--- src/rtl/opmc_pkg.sv ---
// Notes on behaviour
// - drive mode bit 0 up to 10 MHz
// - fast enable write clears then sets stable
// - speed-up bit selects quick start mode
// - slow enable write clears then sets stable
// - select 111 in normal enters slow mode
// - slow switch waits for chosen source stable
// - select 000-110 returns normal, divide 1-64
// - keep-alive bits pick sleep or idle mode
// - sleep stops all but slow rc; idle_sub_only keeps sub only
// - idle_both_clocks both, idle_fast_only fast only, cpu halted
// - halt freezes execution, state retained
// - halt sets powerdown, clears timeout flag
// - halt clears watchdog, counting resumes
// - wake on port edge, interrupt, watchdog
// - powerdown cleared by reset or clear-watchdog
// - halted watchdog overflow resets pc and sp
// - per-pin wake enable; resume after halt
// - disabled or stack full interrupt resumes only
// - already pending interrupt does not wake
// - high source bit picks rc or crystal
// - low source bit picks rc or crystal
package opmc_pkg;
  // ---------------------------------------------------------------
  // register byte addresses
  // ---------------------------------------------------------------
  localparam logic [7:0] ADDR_SYSCTL   = 8'h00; // clock select and keep-alive
  localparam logic [7:0] ADDR_FASTXTAL = 8'h04; // fast_crystal_control
  localparam logic [7:0] ADDR_SLOWXTAL = 8'h08; // slow_crystal_control
  localparam logic [7:0] ADDR_WAKE     = 8'h0C; // port a wake enables
  localparam logic [7:0] ADDR_STATUS   = 8'h10; // read-only status
  // ---------------------------------------------------------------
  // field positions
  // ---------------------------------------------------------------
  localparam int SEL_LSB   = 5; // sysclk_select 7:5
  localparam int HFS_BIT   = 3; // high_freq_source_sel
  localparam int LFS_BIT   = 2; // low_freq_source_sel
  localparam int FKA_BIT   = 1; // fast_osc_keepalive
  localparam int SKA_BIT   = 0; // slow_osc_keepalive
  localparam int MODE_BIT  = 2; // drive mode / speedup
  localparam int FLAG_BIT  = 1; // stable flag
  localparam int EN_BIT    = 0; // oscillator enable
  localparam int PD_BIT    = 0; // status powerdown_flag
  localparam int TO_BIT    = 1; // status watchdog_timeout_flag
  localparam int STATE_LSB = 2; // status mode 4:2
  localparam int HRC_BIT   = 5; // status fast_rc_stable_flag
  localparam int LRC_BIT   = 6; // status slow rc ready
  // ---------------------------------------------------------------
  // reset values and codes
  // ---------------------------------------------------------------
  localparam logic [7:0] SYSCTL_RST = 8'h00;
  localparam logic [2:0] SEL_SUB    = 3'h7; // sub_clock source
  localparam logic [1:0] RESP_OKAY  = 2'h0;
  localparam logic [1:0] RESP_DEC   = 2'h3;
  // operating modes, gray along normal-switch-slow
  typedef enum logic [2:0] {
    OPMC_NORMAL = 3'h0,
    OPMC_SWITCH = 3'h1,
    OPMC_SLOW   = 3'h3,
    OPMC_WAKE   = 3'h2,
    OPMC_SLEEP  = 3'h6,
    OPMC_IDLE_SUB_ONLY  = 3'h7,
    OPMC_IDLE_BOTH_CLOCKS  = 3'h5,
    OPMC_IDLE_FAST_ONLY  = 3'h4
  } opmc_state_e;
endpackage

--- src/rtl/opmc_top.sv ---
`timescale 1ns/1ps
module opmc_top (
  input  wire logic        aclk,
  input  wire logic        aresetn,
  // axi4-lite slave
  input  wire logic [7:0]  awaddr,
  input  wire logic        awvalid,
  output logic             awready,
  input  wire logic [31:0] wdata,
  input  wire logic [3:0]  wstrb,
  input  wire logic        wvalid,
  output logic             wready,
  output logic [1:0]       bresp,
  output logic             bvalid,
  input  wire logic        bready,
  input  wire logic [7:0]  araddr,
  input  wire logic        arvalid,
  output logic             arready,
  output logic [31:0]      rdata,
  output logic [1:0]       rresp,
  output logic             rvalid,
  input  wire logic        rready,
  // core events, same clock
  input  wire logic        halt_exec,
  input  wire logic        clr_wdt_exec,
  input  wire logic        wdt_overflow,
  input  wire logic [7:0]  irq_request,
  input  wire logic [7:0]  irq_enable,
  input  wire logic        stack_full,
  // pins and oscillator ready levels, asynchronous
  input  wire logic [7:0]  porta_pin,
  input  wire logic        fast_crystal_osc_ready,
  input  wire logic        slow_crystal_osc_ready,
  input  wire logic        fast_rc_osc_ready,
  input  wire logic        slow_rc_osc_ready,
  // oscillator controls
  output logic             fast_crystal_osc_en,
  output logic             fast_xtal_drive_mode,
  output logic             slow_crystal_osc_en,
  output logic             slow_xtal_speedup,
  output logic             slow_rc_osc_en,
  // clock tree and core controls
  output logic             high_speed_clock_run,
  output logic             sub_clock_run,
  output logic             cpu_clock_run,
  output logic             sysclk_use_sub,
  output logic [2:0]       sysclk_divide,
  output logic             watchdog_clear,
  output logic             pc_sp_reset,
  output logic             resume_after_halt,
  output logic             irq_service
);
  // ---------------------------------------------------------------
  // declarations
  // ---------------------------------------------------------------
  logic [7:0]  sysctl;                 // select, sources, keep-alive
  logic        fast_xtal_enable;       // fast crystal enable bit
  logic        fast_xtal_stable_flag;  // read-only stable flag
  logic        slow_xtal_enable;       // slow crystal enable bit
  logic        slow_xtal_stable_flag;  // read-only stable flag
  logic [7:0]  porta_wake_enable;      // per-pin wake enables
  logic        powerdown_flag;         // set by halt
  logic        watchdog_timeout_flag;  // set by overflow
  logic [11:0] sync1;                  // first synchroniser stage
  logic [11:0] sync2;                  // second synchroniser stage
  logic [7:0]  porta_prev;             // for falling edge detect
  logic [7:0]  irq_at_halt;            // requests pending at halt
  logic        wake_by_irq;            // latched wake cause
  logic        aw_held;                // write address captured
  logic        w_held;                 // write data captured
  logic [7:0]  aw_addr;                // captured write address
  logic [31:0] w_data;                 // captured write data
  logic [3:0]  w_strb;                 // captured byte enables
  opmc_pkg::opmc_state_e state;        // operating mode
  opmc_pkg::opmc_state_e next_state;   // next operating mode
  logic        do_write;               // both halves present
  logic        wr_byte0;               // low byte enabled
  logic [7:0]  porta_s;                // synced port pins
  logic        fast_xtal_ready_s;      // synced fast crystal ready
  logic        slow_xtal_ready_s;      // synced slow crystal ready
  logic        fast_rc_stable_flag;    // synced fast rc ready
  logic        slow_rc_ready_s;        // synced slow rc ready
  logic        running;                // core executing
  logic        halt_take;              // halt accepted
  logic        halted;                 // sleep or an idle mode
  logic [7:0]  port_fall;              // enabled falling edges
  logic [7:0]  irq_new;                // requests raised since halt
  logic        wake;                   // any wake source
  logic        target_stable;          // selected source ready
  logic        hs_stable;              // high_speed_clock stable
  logic        sub_stable;             // sub_clock stable

  // true when a write of the low byte hits the given address
  function automatic logic wr_hit(input logic [7:0] a);
    wr_hit = do_write && wr_byte0 && (aw_addr == a);
  endfunction

  // ---------------------------------------------------------------
  // input synchronisers
  // ---------------------------------------------------------------
  // two flops on every asynchronous level
  always_ff @(posedge aclk) begin
    if (!aresetn) begin
      // pins idle high, so no false falling edge after reset
      sync1 <= 12'h0FF;
      sync2 <= 12'h0FF;
    end else begin
      sync1 <= {slow_rc_osc_ready, fast_rc_osc_ready, slow_crystal_osc_ready,
                fast_crystal_osc_ready, porta_pin};
      sync2 <= sync1;
    end
  end

  assign porta_s             = sync2[7:0];
  assign fast_xtal_ready_s   = sync2[8];
  assign slow_xtal_ready_s   = sync2[9];
  assign fast_rc_stable_flag = sync2[10];
  assign slow_rc_ready_s     = sync2[11];

  // ---------------------------------------------------------------
  // axi4-lite write channel
  // ---------------------------------------------------------------
  assign awready  = !aw_held && !bvalid;
  assign wready   = !w_held && !bvalid;
  assign do_write = aw_held && w_held && !bvalid;
  assign wr_byte0 = w_strb[0];

  // capture address and data in either order, answer once both
  always_ff @(posedge aclk) begin
    if (!aresetn) begin
      aw_held <= 1'b0;
      w_held  <= 1'b0;
      aw_addr <= 8'h00;
      w_data  <= 32'h0000_0000;
      w_strb  <= 4'h0;
      bvalid  <= 1'b0;
      bresp   <= opmc_pkg::RESP_OKAY;
    end else begin
      if (awvalid && awready) begin
        aw_held <= 1'b1;
        aw_addr <= awaddr;
      end
      if (wvalid && wready) begin
        w_held <= 1'b1;
        w_data <= wdata;
        w_strb <= wstrb;
      end
      if (do_write) begin
        aw_held <= 1'b0;
        w_held  <= 1'b0;
        bvalid  <= 1'b1;
        // unmapped addresses answer decode error
        if (aw_addr == opmc_pkg::ADDR_SYSCTL || aw_addr == opmc_pkg::ADDR_FASTXTAL ||
            aw_addr == opmc_pkg::ADDR_SLOWXTAL || aw_addr == opmc_pkg::ADDR_WAKE ||
            aw_addr == opmc_pkg::ADDR_STATUS) begin
          bresp <= opmc_pkg::RESP_OKAY;
        end else begin
          bresp <= opmc_pkg::RESP_DEC;
        end
      end else if (bvalid && bready) begin
        bvalid <= 1'b0;
      end
    end
  end

  // ---------------------------------------------------------------
  // axi4-lite read channel
  // ---------------------------------------------------------------
  assign arready = !rvalid;

  // register read data one cycle after the address is taken
  always_ff @(posedge aclk) begin
    if (!aresetn) begin
      rvalid <= 1'b0;
      rdata  <= 32'h0000_0000;
      rresp  <= opmc_pkg::RESP_OKAY;
    end else if (arvalid && arready) begin
      rvalid <= 1'b1;
      rresp  <= opmc_pkg::RESP_OKAY;
      rdata  <= 32'h0000_0000;
      unique case (araddr)
        opmc_pkg::ADDR_SYSCTL: begin
          rdata[7:0] <= sysctl;
        end
        opmc_pkg::ADDR_FASTXTAL: begin
          rdata[2:0] <= {fast_xtal_drive_mode, fast_xtal_stable_flag, fast_xtal_enable};
        end
        opmc_pkg::ADDR_SLOWXTAL: begin
          rdata[2:0] <= {slow_xtal_speedup, slow_xtal_stable_flag, slow_xtal_enable};
        end
        opmc_pkg::ADDR_WAKE: begin
          rdata[7:0] <= porta_wake_enable;
        end
        opmc_pkg::ADDR_STATUS: begin
          rdata[opmc_pkg::PD_BIT]  <= powerdown_flag;
          rdata[opmc_pkg::TO_BIT]  <= watchdog_timeout_flag;
          rdata[opmc_pkg::STATE_LSB +: 3] <= state;
          rdata[opmc_pkg::HRC_BIT] <= fast_rc_stable_flag;
          rdata[opmc_pkg::LRC_BIT] <= slow_rc_ready_s;
        end
        default: begin
          rresp <= opmc_pkg::RESP_DEC;
        end
      endcase
    end else if (rvalid && rready) begin
      rvalid <= 1'b0;
    end
  end

  // ---------------------------------------------------------------
  // control registers
  // ---------------------------------------------------------------
  // system control and wake enables
  always_ff @(posedge aclk) begin
    if (!aresetn) begin
      sysctl            <= opmc_pkg::SYSCTL_RST;
      porta_wake_enable <= 8'h00;
    end else begin
      if (wr_hit(opmc_pkg::ADDR_SYSCTL)) begin
        sysctl <= w_data[7:0] & 8'hEF; // bit 4 reads zero
      end
      if (wr_hit(opmc_pkg::ADDR_WAKE)) begin
        porta_wake_enable <= w_data[7:0];
      end
    end
  end

  // fast crystal: enable, drive mode, stable flag
  always_ff @(posedge aclk) begin
    if (!aresetn) begin
      fast_xtal_enable      <= 1'b0;
      fast_xtal_drive_mode  <= 1'b0;
      fast_xtal_stable_flag <= 1'b0;
    end else begin
      if (wr_hit(opmc_pkg::ADDR_FASTXTAL)) begin
        fast_xtal_enable <= w_data[opmc_pkg::EN_BIT];
        // mode frozen while enabled
        if (!fast_xtal_enable) begin
          fast_xtal_drive_mode <= w_data[opmc_pkg::MODE_BIT];
        end
      end
      // enabling clears the flag first, ready sets it after
      if (wr_hit(opmc_pkg::ADDR_FASTXTAL) && w_data[opmc_pkg::EN_BIT] && !fast_xtal_enable) begin
        fast_xtal_stable_flag <= 1'b0;
      end else if (!fast_xtal_enable) begin
        fast_xtal_stable_flag <= 1'b0;
      end else begin
        // follows the crystal, so a stopped one reads unstable
        fast_xtal_stable_flag <= fast_xtal_ready_s;
      end
    end
  end

  // slow crystal: enable, speed-up, stable flag
  always_ff @(posedge aclk) begin
    if (!aresetn) begin
      slow_xtal_enable      <= 1'b0;
      slow_xtal_speedup     <= 1'b0;
      slow_xtal_stable_flag <= 1'b0;
    end else begin
      if (wr_hit(opmc_pkg::ADDR_SLOWXTAL)) begin
        slow_xtal_enable <= w_data[opmc_pkg::EN_BIT];
        // speed-up frozen while slow crystal clocks the system
        if (!(sysclk_use_sub && sysctl[opmc_pkg::LFS_BIT])) begin
          slow_xtal_speedup <= w_data[opmc_pkg::MODE_BIT];
        end
      end
      if (wr_hit(opmc_pkg::ADDR_SLOWXTAL) && w_data[opmc_pkg::EN_BIT] && !slow_xtal_enable) begin
        slow_xtal_stable_flag <= 1'b0;
      end else if (!slow_xtal_enable) begin
        slow_xtal_stable_flag <= 1'b0;
      end else begin
        // follows the crystal, so a stopped one reads unstable
        slow_xtal_stable_flag <= slow_xtal_ready_s;
      end
    end
  end

  // ---------------------------------------------------------------
  // source selection and wake detection
  // ---------------------------------------------------------------
  assign hs_stable  = sysctl[opmc_pkg::HFS_BIT] ? fast_xtal_stable_flag
                                                : fast_rc_stable_flag;
  assign sub_stable = sysctl[opmc_pkg::LFS_BIT] ? slow_xtal_stable_flag
                                                : slow_rc_ready_s;
  assign target_stable = (sysctl[7:5] == opmc_pkg::SEL_SUB) ? sub_stable
                                                            : hs_stable;
  assign running   = (state == opmc_pkg::OPMC_NORMAL) || (state == opmc_pkg::OPMC_SLOW) ||
                     (state == opmc_pkg::OPMC_SWITCH);
  assign halt_take = running && halt_exec;
  assign halted    = !running && (state != opmc_pkg::OPMC_WAKE);
  assign port_fall = porta_prev & ~porta_s & porta_wake_enable;
  assign irq_new   = irq_request & ~irq_at_halt;
  assign wake      = halted && ((|port_fall) || (|irq_new) || wdt_overflow);

  // edge history and requests pending at halt
  always_ff @(posedge aclk) begin
    if (!aresetn) begin
      porta_prev  <= 8'hFF;
      irq_at_halt <= 8'h00;
      wake_by_irq <= 1'b0;
    end else begin
      porta_prev <= porta_s;
      if (halt_take) begin
        irq_at_halt <= irq_request;
      end
      // serve only an enabled request with stack room
      if (wake) begin
        wake_by_irq <= |(irq_new & irq_enable) && !stack_full;
      end
    end
  end

  // ---------------------------------------------------------------
  // operating mode machine
  // ---------------------------------------------------------------
  always_comb begin
    next_state = state;
    unique case (state)
      opmc_pkg::OPMC_NORMAL, opmc_pkg::OPMC_SLOW, opmc_pkg::OPMC_SWITCH: begin
        if (halt_exec) begin
          // keep-alive pair picks the low power mode
          unique case (sysctl[1:0])
            2'b00: next_state = opmc_pkg::OPMC_SLEEP;
            2'b01: next_state = opmc_pkg::OPMC_IDLE_SUB_ONLY;
            2'b11: next_state = opmc_pkg::OPMC_IDLE_BOTH_CLOCKS;
            2'b10: next_state = opmc_pkg::OPMC_IDLE_FAST_ONLY;
          endcase
        end else if (state == opmc_pkg::OPMC_NORMAL) begin
          if (sysctl[7:5] == opmc_pkg::SEL_SUB) begin
            next_state = opmc_pkg::OPMC_SWITCH;
          end
        end else if (state == opmc_pkg::OPMC_SLOW) begin
          if (sysctl[7:5] != opmc_pkg::SEL_SUB) begin
            next_state = opmc_pkg::OPMC_SWITCH;
          end
        end else if (target_stable) begin
          // switch completes once the new source is stable
          next_state = (sysctl[7:5] == opmc_pkg::SEL_SUB) ? opmc_pkg::OPMC_SLOW
                                                          : opmc_pkg::OPMC_NORMAL;
        end
      end
      opmc_pkg::OPMC_SLEEP, opmc_pkg::OPMC_IDLE_SUB_ONLY,
      opmc_pkg::OPMC_IDLE_BOTH_CLOCKS, opmc_pkg::OPMC_IDLE_FAST_ONLY: begin
        if (wake) begin
          next_state = opmc_pkg::OPMC_WAKE;
        end
      end
      opmc_pkg::OPMC_WAKE: begin
        // hold the core until its clock source is stable
        if (target_stable) begin
          next_state = (sysctl[7:5] == opmc_pkg::SEL_SUB) ? opmc_pkg::OPMC_SLOW
                                                          : opmc_pkg::OPMC_NORMAL;
        end
      end
    endcase
  end

  // state register
  always_ff @(posedge aclk) begin
    if (!aresetn) begin
      state <= opmc_pkg::OPMC_NORMAL;
    end else begin
      state <= next_state;
    end
  end

  // clock source follows completed switches only; divider loads select on every cycle headed to normal
  always_ff @(posedge aclk) begin
    if (!aresetn) begin
      sysclk_use_sub <= 1'b0;
      sysclk_divide  <= 3'h0;
    end else if (next_state == opmc_pkg::OPMC_SLOW) begin
      sysclk_use_sub <= 1'b1;
    end else if (next_state == opmc_pkg::OPMC_NORMAL) begin
      sysclk_use_sub <= 1'b0;
      sysclk_divide  <= sysctl[7:5];
    end
  end

  // ---------------------------------------------------------------
  // status flags and core pulses
  // ---------------------------------------------------------------
  // powerdown and timeout; overflow beats the halt clear
  always_ff @(posedge aclk) begin
    if (!aresetn) begin
      powerdown_flag        <= 1'b0;
      watchdog_timeout_flag <= 1'b0;
    end else begin
      if (halt_take) begin
        powerdown_flag <= 1'b1;
      end else if (clr_wdt_exec) begin
        powerdown_flag <= 1'b0;
      end
      if (wdt_overflow) begin
        watchdog_timeout_flag <= 1'b1;
      end else if (halt_take) begin
        watchdog_timeout_flag <= 1'b0;
      end
    end
  end

  // one-cycle pulses to the watchdog and the core
  always_ff @(posedge aclk) begin
    if (!aresetn) begin
      watchdog_clear    <= 1'b0;
      pc_sp_reset       <= 1'b0;
      resume_after_halt <= 1'b0;
      irq_service       <= 1'b0;
    end else begin
      watchdog_clear <= halt_take || clr_wdt_exec;
      pc_sp_reset    <= halted && wdt_overflow;
      // leaving wake: resume past halt or take the interrupt
      resume_after_halt <= (state == opmc_pkg::OPMC_WAKE) && target_stable &&
                           !wake_by_irq;
      irq_service       <= (state == opmc_pkg::OPMC_WAKE) && target_stable &&
                           wake_by_irq;
    end
  end

  // ---------------------------------------------------------------
  // clock gating and oscillator enables
  // ---------------------------------------------------------------
  // core clock stops in sleep, every idle mode and wake-up
  assign cpu_clock_run        = running;
  assign high_speed_clock_run = !(state == opmc_pkg::OPMC_SLEEP ||
                                  state == opmc_pkg::OPMC_IDLE_SUB_ONLY);
  assign sub_clock_run        = !(state == opmc_pkg::OPMC_SLEEP ||
                                  state == opmc_pkg::OPMC_IDLE_FAST_ONLY);
  assign fast_crystal_osc_en  = fast_xtal_enable && high_speed_clock_run;
  assign slow_crystal_osc_en  = slow_xtal_enable && sub_clock_run;
  // slow rc always runs for the watchdog
  assign slow_rc_osc_en       = 1'b1;

endmodule // opmc_top

--- config.mk ---
export PLATFORM = sky130hd
export DESIGN_NAME = opmc_top
export DESIGN_NICKNAME = d
export VERILOG_FILES = /design/src/rtl/opmc_pkg.sv /design/src/rtl/opmc_top.sv
export SDC_FILE = /design/constraint.sdc
export NUM_CORES = 1
export LEC_CHECK = 0
export BUFFER_PORTS_ARGS = -buffer_cell sky130_fd_sc_hd__buf_2
export CAP_MARGIN = 20
export CORE_MARGIN = 5
export CORE_UTILIZATION = 40
export CTS_CLUSTER_SIZE = 30
export DETAILED_ROUTE_END_ITERATION = 12
export HOLD_SLACK_MARGIN = 0.03
export PLACE_DENSITY = 0.68
export SYNTH_ARGS = -nofsm -noshare
export SYNTH_HDL_FRONTEND = slang
export SYNTH_SLANG_ARGS = --single-unit
--- constraint.sdc ---
create_clock -name aclk -period 1.86 [get_ports aclk]
set_input_delay 0.279 -clock aclk [delete_from_list [all_inputs] [get_ports aclk]]
set_output_delay 0.279 -clock aclk [all_outputs]
set_load 0.05 [all_outputs]
==> metrics.md <==
| Metric | Value |
|---|---|
| Max stage delay on crit path | `0.47 ns` |
| Clock power frac | `36.2%` |
| CP arrival | `2.17 ns` |
| Reg2Reg Launch Point | `sync2[4]` |
| Syn Std Cell Area | `4484 µm²` |
| Gate power share | `15.1%` |
| Die Y | `115.9 µm` |
| Ys Warns | `0` |
| Leakage | `2.464 nW` |
| Port bufs | `95` |
| Dpl hpwl | `8.056 mm` |
| Element type at the critical path end | `flop` |
| Cells after Synth | `495` |
| Post-synth ARST share | `0%` |
| Yosys top cell area share | `47.32%` |
| Internal | `3.581 mW` |
| Crit path kind | `flop to flop` |
| Slew Limit Headroom | `57.86%` |
| GP Congestion | `0.8432` |
| Dominant synthesized flop cell | `dfxtp_1` |
| Crit path time final | `1.904 ns` |
| Global-route wire length before repair | `17.13 mm` |
| H-tree depth | `3` |
| Fin Hold WS | `0.1093 ns` |
| Psw | `1.442 mW` |
| Violated checks | `setup timing` |
| FP Rows | `38` |
| Final setup violation count | `4` |
| Compound-Gate Fraction of Synth Area | `15.57%` |
| R2R Setup Slk | `-0.04 ns` |
| Status | `finished with violations` |
| Place WS | `-0.1850 ns` |
| Post-route DRC violation count | `0` |
| Core box area | `10940 µm²` |
| Vias per Instance | `4.871` |
| Final hold vios | `0` |
| Cts hold-fix bufs | `0` |
| Multiplexer share of the synthesized area | `5.608%` |
| # fillers | `1023` |
| Bufs on Longest Clock Path | `2` |
| Worst setup path endpoint | `sysclk_divide[1]` |
| Vias in the first global route | `3559` |
| Die Area | `13430 µm²` |
| Total Routing Usage GR | `16.05%` |
| CTS Buf Count | `9` |
| Xor-xnor portion of the synthesized cell area | `0%` |
| Avg WL per Cell | `14.19 µm` |
| Number of distinct library cells after synthesis | `56` |
| CP required | `2.12 ns` |
| Gr ovfl total | `0` |
| Pwr per Cell Area | `916.7 nW/µm²` |
| Worst setup path startpoint | `sync2[4]` |
| Initial DRC count | `173` |
| Share of cells above drive strength 1 | `26.12%` |
| Main combinational cell family by area after synthesis | `simple AND/OR/NAND/NOR gates` |
| Cell Chain, Critical Path | `and3b_1 > a31oi_1 > nand4_1 > o41a_1 > or3_1 > o211ai_1` |
| Initial antenna violation count | `0` |
| Routed WL | `10.57 mm` |
| Detailed Routing Iterations Pass 1 | `4` |
| Fmax | `525.2 MHz` |
| CP Launch Type | `flop` |
| Reg2reg end | `sysclk_divide[1]` |
| Post-Synth Simple-Gate Area | `23.49%` |
| Pin count of the biggest net entering global routing | `39` |
| Starting Density | `41.01%` |
| IO Pins | `148` |
| Hold Path Depth | `2` |
| Clock sinks | `106` |
| Area contributors post-synth | `dfxtp_1 47%, nand2_1 6.1%, mux2i_1 5.4%` |
| Worst-margin pin slew | `0.6162 ns` |
| Clock skew | `0.007836 ns` |
| Final period util | `102.4%` |
| Clock-pin slew on the worst setup and hold paths | `0.07 ns` |
| DR vias | `3629` |
| Part of the power in registers | `48.7%` |
| Peak supply drop | `419.4 µV` |
| RSZ-0062 raised after global routing | `true` |
| Sw Ratio | `28.70%` |
| Pins Over Slew Limit | `0` |
| Final net count | `691` |
| Max-cap violations | `0` |
| Number of synthesized flops with an enable pin | `0` |
| Seq/Total Area, Yosys | `47.32%` |
| Dpl cell area | `5129 µm²` |
| HP Class | `input pin to flop` |
| Setup ws final | `-0.04413 ns` |
| HP Start | `porta_pin[0]` |
| Antenna Cells | `0` |
| CP max stage cell | `o41a_1` |
| Design Area, Final | `5479 µm²` |
| Area leader, netlist | `dfxtp_1` |
| Post-Synth Adder-Cell Area | `0%` |
| R2R depth | `6` |
| Layout area overhead | `22.18%` |
| Antenna Violating Nets Remaining | `0` |
| FF+latch count, synth | `106` |
| TritonCTS clock tree | `done` |
| Worst Path Max Fanout | `7` |
| Syn Area/Cell | `9.059 µm²` |
| Chip Width | `115.9 µm` |
| Root Buffer | `clkbuf_16` |
| Clk_lat worst skew | `0.34 ns` |
-- cells by family after synthesis --
family / after synthesis
compound gates: 97
flops: 106
mux: 25
buf+inv: 66
other cells: 2
simple gates: 199
-- power groups by stage --
stage | logic [mW] | registers, mW | clock network, mW
floorplan | 0.523 | 2.55 | 0
global placement | 0.724 | 2.49 | 0
detailed placement | 0.742 | 2.50 | 0
CTS | 0.754 | 2.45 | 1.86
global route | 0.830 | 2.46 | 1.96
finish | 0.760 | 2.45 | 1.82
-- cell usage after synthesis, types with 2 or more instances --
master,count
mux2i_1,24
nand2b_1,27
nand3b_1,3
or3_1,3
nor2_1,22
dfxtp_1,106
o2111ai_1,3
o21ai_0,13
a221oi_1,9
inv_1,15
conb_1,2
buf_4,27
a21oi_1,15
a31oi_1,5
and2_1,14
a21boi_0,30
nor3b_1,2
nor3_1,2
and3_1,6
and3b_1,3
nand2_1,73
o211ai_1,4
nand3_1,3
clkbuf_1,22
nor2b_1,31
-- worst max-delay path, delay by kind of cell (launching register included) --
kind | cells | cell delay (ns)
AO/OA/AOI/OAI | 3 | 0.75
flip-flops | 1 | 0.33
AND/OR/NAND/NOR | 3 | 0.74
-- stage by stage --
stage               cells  TNS (ns)  util (%)  power, mW
global route          745    -1.070     50.10      5.254
detailed placement    728    -1.298     46.90      3.239
finish                745   -0.1171     50.10      5.023
global placement      728   -0.9062     46.90      3.217
CTS                   745   -0.1318     49.90      5.061
floorplan             518  -0.01475         -      3.070
-- what timing repair did --
item | in CTS | in global routing
pin swaps | 12 | 3
gates resized for setup | 5 | 6
buffers inserted | 1 | 0
setup endpoints to repair | 22 | 22
-- registers in the layout, indices dropped and copies added (netlist names), 3 cells and up --
register and flops:
sync1 12, aw_addr 8, rdata 8, sync2 12, irq_at_halt 8, sysclk_divide 3, sysctl 7, state 3
w_data 8, porta_wake_enable 8, porta_prev 8
-- metal layers --
metal | up-vias | routed length (µm) | track usage, %
met4 | 0 | 140 | 5.027
met3 | 11 | 764 | 3.551
met2 | 122 | 4963 | 26.70
met1 | 1662 | 4705 | 20.81
met5 | - | 0 | 0
li1 | 1834 | - | -
-- area by class of cell --
type,instances,area (µm²),area share [%]
timing repair buffer,122,678.2,12.38
multi-input combinational,346,2156,39.35
clock inverter,6,50.05,0.9135
inverter,15,56.30,1.028
clock buffer,10,239.0,4.362
tap,140,175.2,3.197
sequential,106,2125,38.78
-- how the worst min path moves through the flow --
stage	end	slack (ns)
floorplan	sync1[0]	0.38
global placement	sync2[0]	0.39
detailed placement	sync2[0]	0.39
CTS	sync1[0]	0.10
global route	sync1[3]	0.1
finish	sync1[0]	0.11
-- cells in the final DEF, fill, tap and decap left out, types with 4 or more instances in the layout --
cell type	Yosys	layout
dfxtp_1	106	104
buf_2	1	95
nand2_1	73	73
nor2b_1	31	31
a21boi_0	30	30
nand2b_1	27	27
buf_4	27	27
conb_1	2	25
mux2i_1	24	24
nor2_1	22	19
inv_1	15	15
and2_1	14	14
a21oi_1	15	13
o21ai_0	13	12
a221oi_1	9	9
clkbuf_16	0	9
and3_1	6	6
a31oi_1	5	5
o211ai_1	4	4
No activity file was read; power rests on OpenSTA's default activity.
